### src/drm_cfg.svh
// register map, field positions and bus codes of the row mask and delay block
`ifndef DRM_CFG_SVH
`define DRM_CFG_SVH
`define DRM_OFS_ROWMASK   12'h000
`define DRM_OFS_DLY       12'h004
`define DRM_OFS_LOWBITS   12'h008
`define DRM_OFS_STATUS    12'h00C
`define DRM_ROWMASK_W     13
`define DRM_DLY_W         31
`define DRM_RST_ROWMASK   13'h0000
`define DRM_RST_DLY       31'h00000000
`define DRM_RST_LOWBITS   16'h0000
`define DRM_SRMIN_LSB     0
`define DRM_SREXLO_LSB    8
`define DRM_PDMIN_LSB     16
`define DRM_PDEX_LSB      20
`define DRM_WPHI_BIT      26
`define DRM_W2RHI_BIT     27
`define DRM_W2RCSHI_BIT   28
`define DRM_NDRHI_BIT     29
`define DRM_SREXHI_BIT    30
`define DRM_NDRLO_LSB     0
`define DRM_W2RCSLO_LSB   4
`define DRM_W2RLO_LSB     8
`define DRM_WPLO_LSB      12
`define DRM_ST_STATE_LSB  0
`define DRM_ST_CNT_LSB    16
`define DRM_RESP_OKAY     2'h0
`define DRM_RESP_DECERR   2'h3
`endif

### src/drm_pkg.sv
// types shared by the row mask and delay block
package drm_pkg;
  typedef enum logic [2:0] {
    DRM_CMD_WRITE    = 3'h0,
    DRM_CMD_READ     = 3'h1,
    DRM_CMD_PRECHG   = 3'h2,
    DRM_CMD_SR_ENTER = 3'h3,
    DRM_CMD_SR_EXIT  = 3'h4,
    DRM_CMD_PD_ENTER = 3'h5,
    DRM_CMD_PD_EXIT  = 3'h6
  } drm_cmd_kind_t;

  typedef struct packed {
    drm_cmd_kind_t kind;
    logic [0:0]    cs;
    logic [2:0]    bank;
  } drm_cmd_t;

  typedef enum logic [2:0] {
    DRM_ST_ACTIVE  = 3'h0,
    DRM_ST_SELFREF = 3'h1,
    DRM_ST_SR_EXIT = 3'h2,
    DRM_ST_PWRDN   = 3'h3,
    DRM_ST_PD_EXIT = 3'h4
  } drm_pwr_state_t;
endpackage

### src/drm_ctrl.sv
// row mask and command spacing slice of the ddr2 controller, with axi4-lite registers
//
// The register offsets and the AXI4-Lite register port are this design's own decisions.
`timescale 1ns/1ns
`include "drm_cfg.svh"

module drm_ctrl #(
  parameter int ADDR_W   = 32,
  parameter int NUM_BANK = 8
) (
  // clock and reset
  input  wire logic                   clk,
  input  wire logic                   nrst,
  // axi4-lite slave
  input  wire logic [11:0]            s_axi_awaddr,
  input  wire logic                   s_axi_awvalid,
  output logic                        s_axi_awready,
  input  wire logic [31:0]            s_axi_wdata,
  input  wire logic [3:0]             s_axi_wstrb,
  input  wire logic                   s_axi_wvalid,
  output logic                        s_axi_wready,
  output logic [1:0]                  s_axi_bresp,
  output logic                        s_axi_bvalid,
  input  wire logic                   s_axi_bready,
  input  wire logic [11:0]            s_axi_araddr,
  input  wire logic                   s_axi_arvalid,
  output logic                        s_axi_arready,
  output logic [31:0]                 s_axi_rdata,
  output logic [1:0]                  s_axi_rresp,
  output logic                        s_axi_rvalid,
  input  wire logic                   s_axi_rready,
  // row address derivation
  input  wire logic [ADDR_W-1:0]      user_addr,
  input  wire logic [4:0]             row_bit_position,
  output logic [`DRM_ROWMASK_W-1:0]   row_addr,
  // command gate
  input  wire logic                   cmd_valid,
  input  wire drm_pkg::drm_cmd_t      cmd,
  output logic                        cmd_ready,
  output logic                        next_data_request
);
  import drm_pkg::*;

  // register storage
  logic [`DRM_ROWMASK_W-1:0] row_select_mask_r;
  logic [`DRM_DLY_W-1:0]     dly_r;
  logic [15:0]               lowbits_r;

  // bus channel state
  logic        aw_have_r, w_have_r, bvalid_r, rvalid_r;
  logic [11:0] awaddr_r;
  logic [31:0] wdata_r, rdata_r;
  logic [3:0]  wstrb_r;
  logic [1:0]  bresp_r, rresp_r;

  // fields of the delay registers
  wire [7:0] selfrefresh_min_stay  = dly_r[`DRM_SRMIN_LSB +: 8];
  wire [8:0] selfrefresh_exit_wait = {dly_r[`DRM_SREXHI_BIT], dly_r[`DRM_SREXLO_LSB +: 8]};
  wire [3:0] powerdown_min_stay    = dly_r[`DRM_PDMIN_LSB +: 4];
  wire [5:0] powerdown_exit_wait   = dly_r[`DRM_PDEX_LSB +: 6];
  wire [4:0] next_data_request_spacing   = {dly_r[`DRM_NDRHI_BIT], lowbits_r[`DRM_NDRLO_LSB +: 4]};
  wire [4:0] write_read_cross_cs_spacing = {dly_r[`DRM_W2RCSHI_BIT], lowbits_r[`DRM_W2RCSLO_LSB +: 4]};
  wire [4:0] write_read_same_cs_spacing  = {dly_r[`DRM_W2RHI_BIT], lowbits_r[`DRM_W2RLO_LSB +: 4]};
  wire [4:0] write_precharge_spacing     = {dly_r[`DRM_WPHI_BIT], lowbits_r[`DRM_WPLO_LSB +: 4]};

  // spacing state
  drm_pwr_state_t state_r, state_nxt;
  logic [8:0] pwr_cnt_r, pwr_cnt_nxt;
  logic [4:0] same_cnt_r, cross_cnt_r, ndr_cnt_r;
  logic [4:0] wp_cnt_r [NUM_BANK];
  logic [0:0] last_wr_cs_r;
  logic       ndr_pend_r, ndr_r;
  logic [`DRM_ROWMASK_W-1:0] row_addr_r;

  // ---------------- axi4-lite write path ----------------
  wire aw_take   = s_axi_awvalid && !aw_have_r;
  wire w_take    = s_axi_wvalid && !w_have_r;
  wire wr_fire   = aw_have_r && w_have_r && !bvalid_r;
  wire [31:0] wmask = {{8{wstrb_r[3]}}, {8{wstrb_r[2]}}, {8{wstrb_r[1]}}, {8{wstrb_r[0]}}};
  wire hit_wmask = awaddr_r == `DRM_OFS_ROWMASK;
  wire hit_wdly  = awaddr_r == `DRM_OFS_DLY;
  wire hit_wlow  = awaddr_r == `DRM_OFS_LOWBITS;
  wire hit_wstat = awaddr_r == `DRM_OFS_STATUS;
  wire w_mapped  = hit_wmask || hit_wdly || hit_wlow || hit_wstat;
  wire [31:0] mask_merge = ({19'h00000, row_select_mask_r} & ~wmask) | (wdata_r & wmask);
  wire [31:0] dly_merge  = ({1'b0, dly_r} & ~wmask) | (wdata_r & wmask);
  wire [31:0] low_merge  = ({16'h0000, lowbits_r} & ~wmask) | (wdata_r & wmask);

  assign s_axi_awready = !aw_have_r;
  assign s_axi_wready  = !w_have_r;
  assign s_axi_bvalid  = bvalid_r;
  assign s_axi_bresp   = bresp_r;

  always_ff @(posedge clk or negedge nrst) begin
    if (!nrst) begin
      aw_have_r <= 1'b0;
      awaddr_r  <= 12'h000;
    end else if (aw_take) begin
      aw_have_r <= 1'b1;
      awaddr_r  <= {s_axi_awaddr[11:2], 2'h0};
    end else if (wr_fire) begin
      aw_have_r <= 1'b0;
    end
  end

  always_ff @(posedge clk or negedge nrst) begin
    if (!nrst) begin
      w_have_r <= 1'b0;
      wdata_r  <= 32'h00000000;
      wstrb_r  <= 4'h0;
    end else if (w_take) begin
      w_have_r <= 1'b1;
      wdata_r  <= s_axi_wdata;
      wstrb_r  <= s_axi_wstrb;
    end else if (wr_fire) begin
      w_have_r <= 1'b0;
    end
  end

  always_ff @(posedge clk or negedge nrst) begin
    if (!nrst) begin
      bvalid_r <= 1'b0;
      bresp_r  <= `DRM_RESP_OKAY;
    end else if (wr_fire) begin
      bvalid_r <= 1'b1;
      bresp_r  <= w_mapped ? `DRM_RESP_OKAY : `DRM_RESP_DECERR;
    end else if (s_axi_bready) begin
      bvalid_r <= 1'b0;
    end
  end

  // unimplemented bits are never stored, so they read back as zero
  always_ff @(posedge clk or negedge nrst) begin
    if (!nrst) begin
      row_select_mask_r <= `DRM_RST_ROWMASK;
      dly_r             <= `DRM_RST_DLY;
      lowbits_r         <= `DRM_RST_LOWBITS;
    end else if (wr_fire) begin
      if (hit_wmask) row_select_mask_r <= mask_merge[`DRM_ROWMASK_W-1:0];
      if (hit_wdly)  dly_r <= dly_merge[`DRM_DLY_W-1:0];
      if (hit_wlow)  lowbits_r <= low_merge[15:0];
    end
  end

  // ---------------- axi4-lite read path ----------------
  wire ar_take = s_axi_arvalid && !rvalid_r;
  wire [11:0] ar_word = {s_axi_araddr[11:2], 2'h0};
  wire [31:0] status_word = (32'(pwr_cnt_r) << `DRM_ST_CNT_LSB) | (32'(state_r) << `DRM_ST_STATE_LSB);
  wire [31:0] rd_mux =
    (ar_word == `DRM_OFS_ROWMASK) ? {19'h00000, row_select_mask_r} :
    (ar_word == `DRM_OFS_DLY)     ? {1'b0, dly_r} :
    (ar_word == `DRM_OFS_LOWBITS) ? {16'h0000, lowbits_r} :
    (ar_word == `DRM_OFS_STATUS)  ? status_word : 32'h00000000;
  wire r_mapped = (ar_word == `DRM_OFS_ROWMASK) || (ar_word == `DRM_OFS_DLY) ||
                  (ar_word == `DRM_OFS_LOWBITS) || (ar_word == `DRM_OFS_STATUS);

  assign s_axi_arready = !rvalid_r;
  assign s_axi_rvalid  = rvalid_r;
  assign s_axi_rdata   = rdata_r;
  assign s_axi_rresp   = rresp_r;

  always_ff @(posedge clk or negedge nrst) begin
    if (!nrst) begin
      rvalid_r <= 1'b0;
      rdata_r  <= 32'h00000000;
      rresp_r  <= `DRM_RESP_OKAY;
    end else if (ar_take) begin
      rvalid_r <= 1'b1;
      rdata_r  <= rd_mux;
      rresp_r  <= r_mapped ? `DRM_RESP_OKAY : `DRM_RESP_DECERR;
    end else if (s_axi_rready) begin
      rvalid_r <= 1'b0;
    end
  end

  // ---------------- row address ----------------
  wire [ADDR_W-1:0] addr_shift = user_addr >> row_bit_position;
  assign row_addr = row_addr_r;

  always_ff @(posedge clk or negedge nrst) begin
    if (!nrst) row_addr_r <= `DRM_RST_ROWMASK;
    else       row_addr_r <= addr_shift[`DRM_ROWMASK_W-1:0] & row_select_mask_r;
  end

  // ---------------- command gate ----------------
  wire normal    = state_r == DRM_ST_ACTIVE;
  wire stay_done = pwr_cnt_r == 9'h000;
  wire rd_same   = cmd.cs == last_wr_cs_r;
  wire rd_ok     = rd_same ? (same_cnt_r == 5'h00) : (cross_cnt_r == 5'h00);
  wire pre_ok    = wp_cnt_r[cmd.bank] == 5'h00;

  always_comb begin
    case (cmd.kind)
      DRM_CMD_WRITE:    cmd_ready = normal;
      DRM_CMD_READ:     cmd_ready = normal && rd_ok;
      DRM_CMD_PRECHG:   cmd_ready = normal && pre_ok;
      DRM_CMD_SR_ENTER: cmd_ready = normal;
      DRM_CMD_PD_ENTER: cmd_ready = normal;
      DRM_CMD_SR_EXIT:  cmd_ready = (state_r == DRM_ST_SELFREF) && stay_done;
      DRM_CMD_PD_EXIT:  cmd_ready = (state_r == DRM_ST_PWRDN) && stay_done;
      default:          cmd_ready = 1'b0;
    endcase
  end

  wire acc    = cmd_valid && cmd_ready;
  wire acc_wr = acc && (cmd.kind == DRM_CMD_WRITE);

  // power state machine; one timer serves both the stay and the exit wait
  always_comb begin
    state_nxt   = state_r;
    pwr_cnt_nxt = stay_done ? 9'h000 : pwr_cnt_r - 9'h001;
    case (state_r)
      DRM_ST_ACTIVE: begin
        if (acc && cmd.kind == DRM_CMD_SR_ENTER) begin
          state_nxt   = DRM_ST_SELFREF;
          pwr_cnt_nxt = {1'b0, selfrefresh_min_stay};
        end else if (acc && cmd.kind == DRM_CMD_PD_ENTER) begin
          state_nxt   = DRM_ST_PWRDN;
          pwr_cnt_nxt = {5'h00, powerdown_min_stay};
        end
      end
      DRM_ST_SELFREF: begin
        if (acc) begin
          state_nxt   = DRM_ST_SR_EXIT;
          pwr_cnt_nxt = selfrefresh_exit_wait;
        end
      end
      DRM_ST_PWRDN: begin
        if (acc) begin
          state_nxt   = DRM_ST_PD_EXIT;
          pwr_cnt_nxt = {3'h0, powerdown_exit_wait};
        end
      end
      DRM_ST_SR_EXIT: if (stay_done) state_nxt = DRM_ST_ACTIVE;
      DRM_ST_PD_EXIT: if (stay_done) state_nxt = DRM_ST_ACTIVE;
      default:        state_nxt = DRM_ST_ACTIVE;
    endcase
  end

  always_ff @(posedge clk or negedge nrst) begin
    if (!nrst) begin
      state_r   <= DRM_ST_ACTIVE;
      pwr_cnt_r <= 9'h000;
    end else begin
      state_r   <= state_nxt;
      pwr_cnt_r <= pwr_cnt_nxt;
    end
  end

  // write-to-read spacing; the last written chip select picks which counter gates a read
  always_ff @(posedge clk or negedge nrst) begin
    if (!nrst) begin
      same_cnt_r   <= 5'h00;
      cross_cnt_r  <= 5'h00;
      last_wr_cs_r <= 1'b0;
    end else if (acc_wr) begin
      same_cnt_r   <= write_read_same_cs_spacing;
      cross_cnt_r  <= write_read_cross_cs_spacing;
      last_wr_cs_r <= cmd.cs;
    end else begin
      if (same_cnt_r != 5'h00)  same_cnt_r  <= same_cnt_r - 5'h01;
      if (cross_cnt_r != 5'h00) cross_cnt_r <= cross_cnt_r - 5'h01;
    end
  end

  // one precharge timer per bank, so writes to other banks do not hide a pending one
  genvar gb;
  generate
    for (gb = 0; gb < NUM_BANK; gb++) begin : g_bank
      wire load = acc_wr && (cmd.bank == 3'(gb));
      always_ff @(posedge clk or negedge nrst) begin
        if (!nrst)                     wp_cnt_r[gb] <= 5'h00;
        else if (load)                 wp_cnt_r[gb] <= write_precharge_spacing;
        else if (wp_cnt_r[gb] != 5'h00) wp_cnt_r[gb] <= wp_cnt_r[gb] - 5'h01;
      end
    end
  endgenerate

  // next data request: a later write restarts the wait, only one is tracked
  wire ndr_due = ndr_pend_r && (ndr_cnt_r <= 5'h01);
  assign next_data_request = ndr_r;

  always_ff @(posedge clk or negedge nrst) begin
    if (!nrst) begin
      ndr_pend_r <= 1'b0;
      ndr_cnt_r  <= 5'h00;
      ndr_r      <= 1'b0;
    end else begin
      ndr_r <= ndr_due && !acc_wr;
      if (acc_wr) begin
        ndr_pend_r <= 1'b1;
        // a zero spacing must not wrap the counter into a 32-cycle wait
        ndr_cnt_r  <= (next_data_request_spacing == 5'h00) ? 5'h00 : next_data_request_spacing - 5'h01;
      end else if (ndr_due) begin
        ndr_pend_r <= 1'b0;
      end else if (ndr_pend_r) begin
        ndr_cnt_r  <= ndr_cnt_r - 5'h01;
      end
    end
  end
endmodule // drm_ctrl

### config.mk
export PLATFORM = sky130hd
export DESIGN_NAME = drm_ctrl
export DESIGN_NICKNAME = d
export VERILOG_FILES = /design/src/drm_pkg.sv /design/src/drm_ctrl.sv
export VERILOG_INCLUDE_DIRS = /design/src
export SDC_FILE = /design/constraint.sdc
export NUM_CORES = 1
export LEC_CHECK = 0
export CORE_MARGIN = 2
export CORE_UTILIZATION = 40
export DETAILED_ROUTE_END_ITERATION = 12
export DONT_BUFFER_PORTS = 1
export HOLD_SLACK_MARGIN = 0.08
export PLACE_DENSITY_LB_ADDON = 0.05
export SYNTH_ARGS = -nofsm -noshare
export SYNTH_HDL_FRONTEND = slang
export SYNTH_SLANG_ARGS = --single-unit
### constraint.sdc
create_clock -name clk -period 2.8 [get_ports clk]
set_input_delay 0.14 -clock clk [delete_from_list [all_inputs] [get_ports clk]]
set_output_delay 0.14 -clock clk [all_outputs]
set_load 0.02 [all_outputs]
Yosys cells after proc, flatten, opt, wreduce, memory -nomap -nowiden
Index checks and enable logic that the tools add are counted.
{"block": "totals", "n_memories": 0, "inputBits": 112, "latch_bits": 0, "rom_bits": 0, "out_inout_bits": 56, "ramBits": 0, "ff_bits": 228, "word_cells": 219}
{"block": "classes", "bitwise_logic": 11, "magnitude_cmp": 2, "n_mux": 56, "reduce_logical": 77, "n_mul": 0, "eq_ne": 29, "addsub": 13, "shifts": 1, "div_mod_pow": 0}
{"cell": "5-bit 2-to-1 mux", "n": 26}
{"cell": "31-bit AND", "n": 2}
{"cell": "31-bit 2-to-1 mux", "n": 2}
{"cell": "5-bit by 1-bit subtractor with 5-bit output (second input constant)", "n": 12}
{"cell": "25-bit 2-to-1 mux", "n": 2}
{"cell": "5-bit nonzero test", "n": 10}
{"cell": "9-bit 2-to-1 mux", "n": 5}
{"cell": "10-bit by 2-bit equality test with 1-bit output (second input constant)", "n": 4}
{"cell": "2-bit nonzero test", "n": 16}
{"cell": "32-bit by 5-bit right shift with 13-bit output", "n": 1}
{"cell": "31-bit NOT", "n": 1}
{"cell": "31-bit bitwise OR", "n": 1}
{"cell": "9-bit case mux with 3 select lines", "n": 1}
{"cell": "13-bit AND", "n": 2}
{"cell": "25-bit by 3-bit bitwise OR with 25-bit output", "n": 1}
{"cell": "3-bit equality test (second input constant)", "n": 8}
{"cell": "12-bit zero test", "n": 2}
{"cell": "1-bit logical AND", "n": 23}
{"cell": "10-bit by 1-bit equality test with 1-bit output (second input constant)", "n": 2}
{"cell": "5-bit zero test", "n": 4}
{"cell": "3-bit by 2-bit equality test with 1-bit output (second input constant)", "n": 6}
{"cell": "16-bit AND", "n": 1}
{"cell": "16-bit bitwise OR", "n": 1}
{"cell": "5-bit binary-select mux with 3-bit select", "n": 1}
{"cell": "23 further kinds", "n": 55}

Logic depth before layout (Yosys ltp)
Gate-level depths: netlist of the first run.
{"block": "logic_depth", "ltp_word": 12, "depth_mapped": 9, "mapped_depth_nobuf": 7}

Worst setup path before layout of the first run
No wires, ideal clock.
{"block": "synth_path", "path_type": "register to register", "startpoint": "register pwr_cnt_r[0]", "endpoint": "register wp_cnt_r[11] (netlist bit)", "period_less_slack_ns": 2.307, "setup_time_ns": 0.125, "stages_incl_launch_ff": 8, "path_slack_ns": 0.493, "path_buffers": 1, "arrival_time_ns": 2.182, "required_ns": 2.675, "cell_sequence": "dfrtp_1 > inv_1 > ha_1 > nor4b_2 > nand4b_2 > buf_6 > a2111oi_4 > mux2_2"}
{"block": "synth_between", "elab_chain_len": 7, "elab_cells_between_ends": 9, "cone_classes": "mux (2); reduce/logical (7)"}
{"item": "start: declaration", "line_no": "drm_ctrl.sv:68", "rtl": "logic [8:0] pwr_cnt_r, pwr_cnt_nxt;"}
{"item": "start signal: assignment", "line_no": "drm_ctrl.sv:246", "rtl": "pwr_cnt_r <= pwr_cnt_nxt;"}
{"item": "9-bit zero test (*)", "line_no": "drm_ctrl.sv:187", "rtl": "wire stay_done = pwr_cnt_r == 9'h000;"}
{"item": "1-bit logical AND (on tied branches)", "line_no": "drm_ctrl.sv:200, drm_ctrl.sv:199"}
{"item": "1-bit case mux with 5 select lines (*)", "line_no": "drm_ctrl.sv:193", "rtl": "case (cmd.kind)"}
{"item": "1-bit logical AND (*)", "line_no": "drm_ctrl.sv:205", "rtl": "wire acc = cmd_valid && cmd_ready;"}
{"item": "1-bit logical AND (*)", "line_no": "drm_ctrl.sv:206", "rtl": "wire acc_wr = acc && (cmd.kind == DRM_CMD_WRITE);"}
{"item": "1-bit logical AND (*)", "line_no": "drm_ctrl.sv:270", "rtl": "wire load = acc_wr && (cmd.bank == 3'(gb));"}
{"item": "5-bit 2-to-1 mux or 2-bit nonzero test (tied branches)"}
{"item": "end signal: indexed assignment", "line_no": "drm_ctrl.sv:273", "rtl": "else if (load) wp_cnt_r[gb] <= write_precharge_spacing;"}
{"item": "end: declaration", "line_no": "drm_ctrl.sv:70", "rtl": "logic [4:0] wp_cnt_r [NUM_BANK];"}
Mark *: on every way between the ends. The rest lies on a longest branch, timed or not.
A chain may end at the register's enable or synchronous reset.

Final worst setup path of the first run
{"block": "layout_path", "startpoint": "register wp_cnt_r[14] (netlist bit)", "endpoint": "output port cmd_ready"}
{"block": "layout_between", "elab_chain_len": 6}
{"item": "5-bit binary-select mux with 3-bit select", "line_no": "drm_ctrl.sv:190", "rtl": "wire pre_ok = wp_cnt_r[cmd.bank] == 5'h00;"}
{"item": "5-bit 2-to-1 mux (not written as such) (2 in a row)", "line_no": "drm_ctrl.sv:190"}
{"item": "5-bit zero test", "line_no": "drm_ctrl.sv:190"}
{"item": "1-bit logical AND", "line_no": "drm_ctrl.sv:196", "rtl": "DRM_CMD_PRECHG: cmd_ready = normal && pre_ok;"}
{"item": "1-bit case mux with 5 select lines", "line_no": "drm_ctrl.sv:193"}
{"item": "end: declaration", "line_no": "drm_ctrl.sv:39", "rtl": "output logic cmd_ready,"}
Every way passes these cells. The select of a mux whose other input is x is not followed.

==> key figures, run 1 <==
Outcome
  – Outcome: finished, violations left
  – Failing checks: hold timing

Placement
  – IO buf count: 0
  – GP Congestion: approximately 0.82
  – Dpl cell area: 12680 sq um
  – DP Wirelength: 23060 microns
  – Pre-CTS setup slack: 220.4 ps

Logic synthesis
  – Syn avg cell area: 11.20 sq um
  – Synth unique cells: between 70 and 80
  – Area leader, netlist: dfrtp_1
  – Ys Warns: 0
  – XOR/XNOR Fraction of Synth Area: ~1.6%
  – Main combinational cell family by area after synthesis: multiplexers
  – Number of synthesized register bits: 225
  – Adder-cell share of the synthesized area: roughly 2.6%
  – Post-synth EDFFs: 0
  – Post-synthesis mux area share: around 22%
  – Ranking of synthesized cells by area: dfrtp_1, mux2_2, mux4_2
  – Mapped cell area: about 12000 sq um
  – Share of the synthesized area in the top cell type: approximately 46%
  – Complex-gate fraction of the synthesized area: between 10% and 20%
  – Ys async rst share: between 90% and 100%
  – Post-synthesis sequential area ratio: 45.74%
  – Post-Synthesis Cells: between 1000 and 1500
  – Simple-gate share of the synthesized area: between 10% and 20%
  – Top FF cell, synth: dfrtp_1
  – Syn Nets: 1236

Clock network
  – CTS tree: built
  – Sink Count: roughly 230
  – Htree depth: 1
  – CTS Root Cell: clkbuf_16
  – CTS hold repair buffers: just under 70
  – Worst skew pair latency: between 500 and 600 ps
  – Worst-path clk slew: ~60 ps
  – CTS buffer count: 27
  – Worst-case clock buffer depth: 3

Global route
  – Total congestion overflow: 0
  – Vias in the first global route: approximately 8800
  – Initial antenna violation count: 0
  – GRT Total Usage: 20.24%
  – Largest net degree at the start of global routing: ~230
  – First-pass GRT wire length: 52090 microns

STA
  – Final setup vio count: 0
  – Setup total negative slack: 0 ps
  – Fin Clk Skew: between 10 and 15 ps
  – Final hold vios: about 230
  – RSZ-0062 raised after global routing: false
  – Final cycle utilization of the critical path: a little over nine tenths
  – Relative slew slack: between 30 and 40%
  – Fmax achieved: 367.6 MHz
  – Final min period: 2720 ps
  – Worst Tran Pin Value: 955.3 ps
  – Final Worst Setup Slack: around 80 ps
  – Worst hold slack: -690.5 ps
  – Final slew viol count: 0

Finish
  – Final non-filler cell area: roughly 14000 sq um
  – Nets: between 1000 and 1500
  – Area Overhead vs Synth: 16.73%
  – Antenna cells: 0
  – Fill count: 2868
  – Area of the multi-input gates: roughly 6300 sq um
  – Most common cell after layout, fill and taps aside: dfrtp_1
  – Fraction of layout instances using a drive strength above 1: roughly a fifth
  – Most frequent cells in the layout: dfrtp_1, mux2_2, nand2_1
  – Register area: approximately 5600 sq um

Detailed routing
  – Iteration-0 DRC Markers: just under 600
  – Routed WL: 32860 microns
  – DRT Pass-1 Iters: 5
  – Via count: around 8700
  – Routed len/inst: about 21 microns
  – Met2 wire len: 14320 microns
  – Post-detailed-route count of antenna-violating nets: 0
  – Detailed-route vias per instance: 5.511
  – Uppermost layer routed: met4
  – Met1 wire length: about 16000 microns
  – DRC: 0
  – Met3 WL: 2229 microns

Pwr
  – VDD IR max: approximately 0.6 mV
  – Net Sw Power: 3982 uW
  – Flop pwr share: a little over 40%
  – Clock power share: between 30 and 40%
  – Pint: approximately 8500 uW
  – Logic pwr share: roughly 28%
  – Switching share of power: 31.92%
  – Pwr dens: between 800 and 900 nW/um^2
  – Leakage: 0.006246 uW

Setup path
  – Reg2Reg Launch Point: awaddr_r[5]
  – Worst Setup EP: cmd_ready
  – Nature of the critical path endpoint: output port
  – Worst-path fanout max: 4
  – Crit path launch: wp_cnt_r[14]
  – Reg2reg setup slack: between 200 and 250 ps
  – CP Launch Type: register
  – CP max stage delay: 690 ps
  – Cell-by-cell listing of the critical path: or4b_2, o22ai_2, o2bb2ai_2, a21oi_2, o41ai_2, buf_4
  – R2r worst-path depth: 4
  – Slowest cell on crit path: or4b_2
  – WS Path Type: reg -> out
  – Critical path arrival: around 2600 ps
  – Crit path required time: ~2700 ps

Floorplan
  – Die Y-Extent: 179.4 microns
  – Cell Rows: 64
  – Die area: 32190 sq um
  – I/O pins: between 150 and 200
  – Core region area: just over 30000 sq um
  – Die width: roughly 180 microns
  – Initial core utilization: slightly above 40%

Hold path
  – Worst hold path class: in -> async

Run
  – Max Cap Viol: 0
-- worst min-delay path by stage --
stage	from	to	slack [ps]	cells past startpoint
floorplan	nrst	async pin	-160	0
global placement	nrst	last_wr_cs_r	-140	0
detailed placement	nrst	last_wr_cs_r	-140	0
CTS	nrst	last_wr_cs_r	-710	0
global route	nrst	last_wr_cs_r	-710	0
finish	nrst	last_wr_cs_r	-690	0
-- critical path: cells and delay by family (launching register included) --
family                 cells  cell delay, ps
buffers and inverters      1             210
AND/OR/NAND/NOR            1             690
AO/OA/AOI/OAI              4             750
flip-flops                 1             400
-- area by class of cell --
cell class	count	area share (%)
multi-input cells	769	43.56
flip-flops and latches	225	39.18
repair buffers	89	5.921
clock buffers	35	5.190
well taps	396	3.448
clock inverters	12	1.524
inverters	45	1.176
-- Yosys cell counts (all sizes together) (10+ instances only) --
library cell,n
inv,45
mux2,121
ha,25
dfrtp,225
nor2,75
nand2b,19
buf,30
a21oi,53
a22oi,10
nand3,21
a22o,19
mux4,40
clkbuf,30
mux2i,48
xnor2,15
nor2b,13
nand2,90
o21ai,58
nor3,35
-- logic make-up after synthesis --
group                    count (synthesis)
other                                    1
XOR/XNOR                                23
adder cells (fa/ha/maj)                 26
multiplexers                           209
flip-flops                             225
AND/OR/NAND/NOR                        308
AO/OA/AOI/OAI                          202
buffers and inverters                  105
-- power by group through the flow --
stage          Clock, uW  Sequential [uW]  Combinational, uW
2_1_floorplan          0             4820               2880
3_3_place_gp           0             5180               3320
3_5_place_dp           0             5180               3370
4_1_cts             3920             5130               3530
5_1_grt             4070             5290               3960
6_report            3820             5130               3520
-- metal layers --
| metal | global-route usage (%) | up-vias |
|---|---|---|
| met1 | 30.27 | 4274 |
| met5 | 0 | - |
| met3 | 4.498 | 33 |
| met2 | 30.36 | 229 |
| li1 | - | 4121 |
| met4 | 3.805 | 0 |
-- metrics by stage --
stage / power [uW] / hold slack, ps / util (%) / std cells
final: 12470 / -690.5 / 47.22 / 1571
after detailed placement: 8554 / -141.9 / 41.66 / 1455
after global placement: 8498 / -140.6 / 41.66 / 1455
after floorplan: 7702 / -155.6 / - / 1099
after CTS: 12580 / -706.0 / 47.19 / 1571
after global routing: 13320 / -712.5 / 47.22 / 1571
-- what timing repair did --
| item | in CTS | in global routing |
|---|---|---|
| gates resized for setup | 5 | 2 |
| setup buffers | 1 | 0 |
| pin swaps | 2 | 1 |
| setup endpoints to repair | 1 | 1 |
| endpoints found under the hold margin | 335 | 225 |
| gates cloned | 0 | 0 |
No activity file was read; power rests on OpenSTA's default activity.
==> run 2: changes to the inputs <==
--- a/config.mk
+++ b/config.mk
@@ -6,7 +6,6 @@
 export SDC_FILE = /design/constraint.sdc
 export NUM_CORES = 1
 export LEC_CHECK = 0
-export CORE_MARGIN = 2
 export CORE_UTILIZATION = 40
 export DETAILED_ROUTE_END_ITERATION = 12
 export DONT_BUFFER_PORTS = 1
==> run 2 against run 1 <==
The run still ends with hold timing left. Final cell count about the same. Combinational power hardly changed. Worst hold slack gained 2.1 ps. Power down 3.3%. First-iteration DRC count is 8.5% lower. Clock power is 11% lower. Clock-buffer cell count rose by 4. Critical path depth stayed put. Via count increased by 0.97%.
==> key figures, run 2 (synthesis results as in run 1) <==
Outcome
  – Outcome: finished, violations left
  – Failing checks: hold timing

STA
  – Final min period: 2667 ps (-53.77 ps)
  – Final cycle utilization of the critical path: 95.24% (-1.9 points)
  – Fmax achieved: 375.0 MHz (+2.0%)
  – Worst Tran Pin Value: 968.4 ps (+13.17 ps)
  – Relative slew slack: 35.23% (-0.88 points)
  – Final Worst Setup Slack: 133.4 ps (+53.77 ps)
  – Setup total negative slack: 0 ps (unchanged)
  – Final hold vios: 225 (unchanged)
  – RSZ-0062 raised after global routing: false
  – Fin Clk Skew: 21.77 ps (+7.838 ps)
  – Worst hold slack: -688.4 ps (+2.104 ps)
  – Final slew viol count: 0 (unchanged)
  – Final setup vio count: 0 (unchanged)

Setup path
  – Crit path required time: 2660 ps (about the same)
  – Reg2reg setup slack: 200 ps (-40 ps)
  – RR Endpoint: wp_cnt_r[12]
  – Nature of the critical path endpoint: output port
  – Worst Setup EP: cmd_ready
  – CP Launch Type: register
  – WS Path Type: reg -> out
  – Critical path arrival: 2530 ps (-50 ps)
  – Crit path launch: wp_cnt_r[19]
  – R2r worst-path depth: 5 (+1)
  – Worst-path fanout max: 4 (unchanged)
  – Reg2Reg Launch Point: state_r[0]

Global route
  – Total congestion overflow: 0 (unchanged)
  – GRT Total Usage: 21.16% (+0.92 points)
  – First-pass GRT wire length: 51360 microns (-1.4%)
  – Initial antenna violation count: 0 (unchanged)
  – Vias in the first global route: 8727 (-1.0%)
  – Largest net degree at the start of global routing: 226 (unchanged)

Clock network
  – Worst-path clk slew: 60 ps (about the same)
  – Htree depth: 1 (unchanged)
  – Worst skew pair latency: 540 ps (about the same)
  – Sink Count: 225 (unchanged)
  – CTS tree: built
  – CTS hold repair buffers: 68 (unchanged)
  – CTS buffer count: 26 (-3.7%)
  – CTS Root Cell: clkbuf_16
  – Worst-case clock buffer depth: 3 (unchanged)

Placement
  – Placed Instances: 1451 (-0.27%)
  – GP Congestion: 0.8694 (+6.3%)
  – DP Wirelength: 22680 microns (-1.6%)
  – IO buf count: 0 (unchanged)
  – Pre-CTS setup slack: 283.5 ps (+63.14 ps)

Finish
  – Most frequent cells in the layout: dfrtp_1, mux2_2, nand2_1
  – Most common cell after layout, fill and taps aside: dfrtp_1
  – Nets: 1299 (+0.39%)
  – Antenna cells: 0 (unchanged)
  – Fraction of layout instances using a drive strength above 1: 21.66% (+0.38 points)
  – Fill count: 2771 (-3.4%)
  – Area Overhead vs Synth: 16.32%
  – Finished Layout Cells: 1572 (+0.064%)

Detailed routing
  – Met1 wire length: 15970 microns (+0.89%)
  – Uppermost layer routed: met4
  – Routed len/inst: 20.74 microns (-0.84%)
  – Post-detailed-route count of antenna-violating nets: 0 (unchanged)
  – Via count: 8741 (+0.97%)
  – Met2 wire len: 14290 microns (-0.21%)
  – DRT Pass-1 Iters: 5 (unchanged)
  – Met3 WL: 1835 microns (-18%)
  – Routed WL: 32610 microns (-0.77%)
  – Detailed-route vias per instance: 5.560 (+0.91%)
  – DRC: 0 (unchanged)
  – Iteration-0 DRC Markers: 546 (-8.5%)

Pwr
  – Pwr dens: 842.5 nW/um^2 (-2.9%)
  – Power, Total: 12060 uW (-3.3%)
  – VDD IR max: 0.5501 mV (-8.7%)
  – Leakage: 0.006231 uW (-0.25%)

Floorplan
  – Die Y-Extent: 177.4 microns (-1.1%)
  – I/O pins: 168 (unchanged)
  – Die width: 177.4 microns (-1.1%)
  – Initial core utilization: 41.09% (+0.64 points)
  – Die area: 31480 sq um (-2.2%)
  – Cell Rows: 63 (-1.6%)
  – Core region area: 29950 sq um (-1.6%)

Run
  – Max Cap Viol: 0 (unchanged)

Hold path
  – Worst hold path class: in -> async
run 2: cell types whose count changed in the layout (fill, tap and decap cells not counted), moves of 2 or more:
cell | before | now
buf_4 | 20 | 26
clkinv_2 | 3 | 5
bufinv_16 | 6 | 1
clkbuf_8 | 4 | 8
nor4b_2 | 3 | 1
run 2: what timing repair did:
| item | CTS | global route |
|---|---|---|
| resized for setup | 2 | 7 |
| endpoints found under the hold margin | 335 | 225 |
| setup endpoints to repair | 1 | 2 |
| buffers inserted | 0 | 5 |
| pin swaps | 0 | 4 |
run 2: stage by stage:
step / util (%) / area, sq um
after floorplan: - / 12310
after global placement: 42.35 / 12680
after detailed placement: 42.35 / 12680
after CTS: 47.55 / 14240
after global routing: 47.80 / 14320
final: 47.80 / 14320
run 2: how the worst min path moves through the flow:
stage                     start  slack [ps]  cells after the start                 to
after detailed placement   nrst        -140                      0         ndr_pend_r
final                      nrst        -690                      0         ndr_pend_r
after floorplan            nrst        -160                      0          async pin
after CTS                  nrst        -720                      0         ndr_pend_r
after global placement     nrst        -140                      0  next_data_request
after global routing       nrst        -720                      0         ndr_pend_r
run 2: metal layers:
metal	vias to the layer above	track usage (%)
met5	-	0
met1	4354	31.68
met2	212	31.43
li1	4139	-
met4	0	4.345
met3	36	4.306
run 2: final cells by class:
type	instances	area [sq um]	share of cell area, %
flip-flops and latches	225	5630	39.32
clock inverters	9	87.58	0.6117
repair buffers	95	895.9	6.257
inverters	45	168.9	1.180
clock buffers	39	779.5	5.444
well taps	390	488.0	3.408
multi-input cells	769	6269	43.78
run 2: where the power goes:
group	switching, uW	total (uW)	internal, uW
registers	960	5130	4170
logic	1630	3540	1910
clock network	1380	3390	2020
total	3960	12100	8100
run 2: critical path: stages, from the launching register on:
cell	delay (ps)
dfrtp_1	400
or4_1	550
o22ai_2	180
o2bb2ai_2	130
a21oi_2	90
o41ai_2	420
buf_4	210
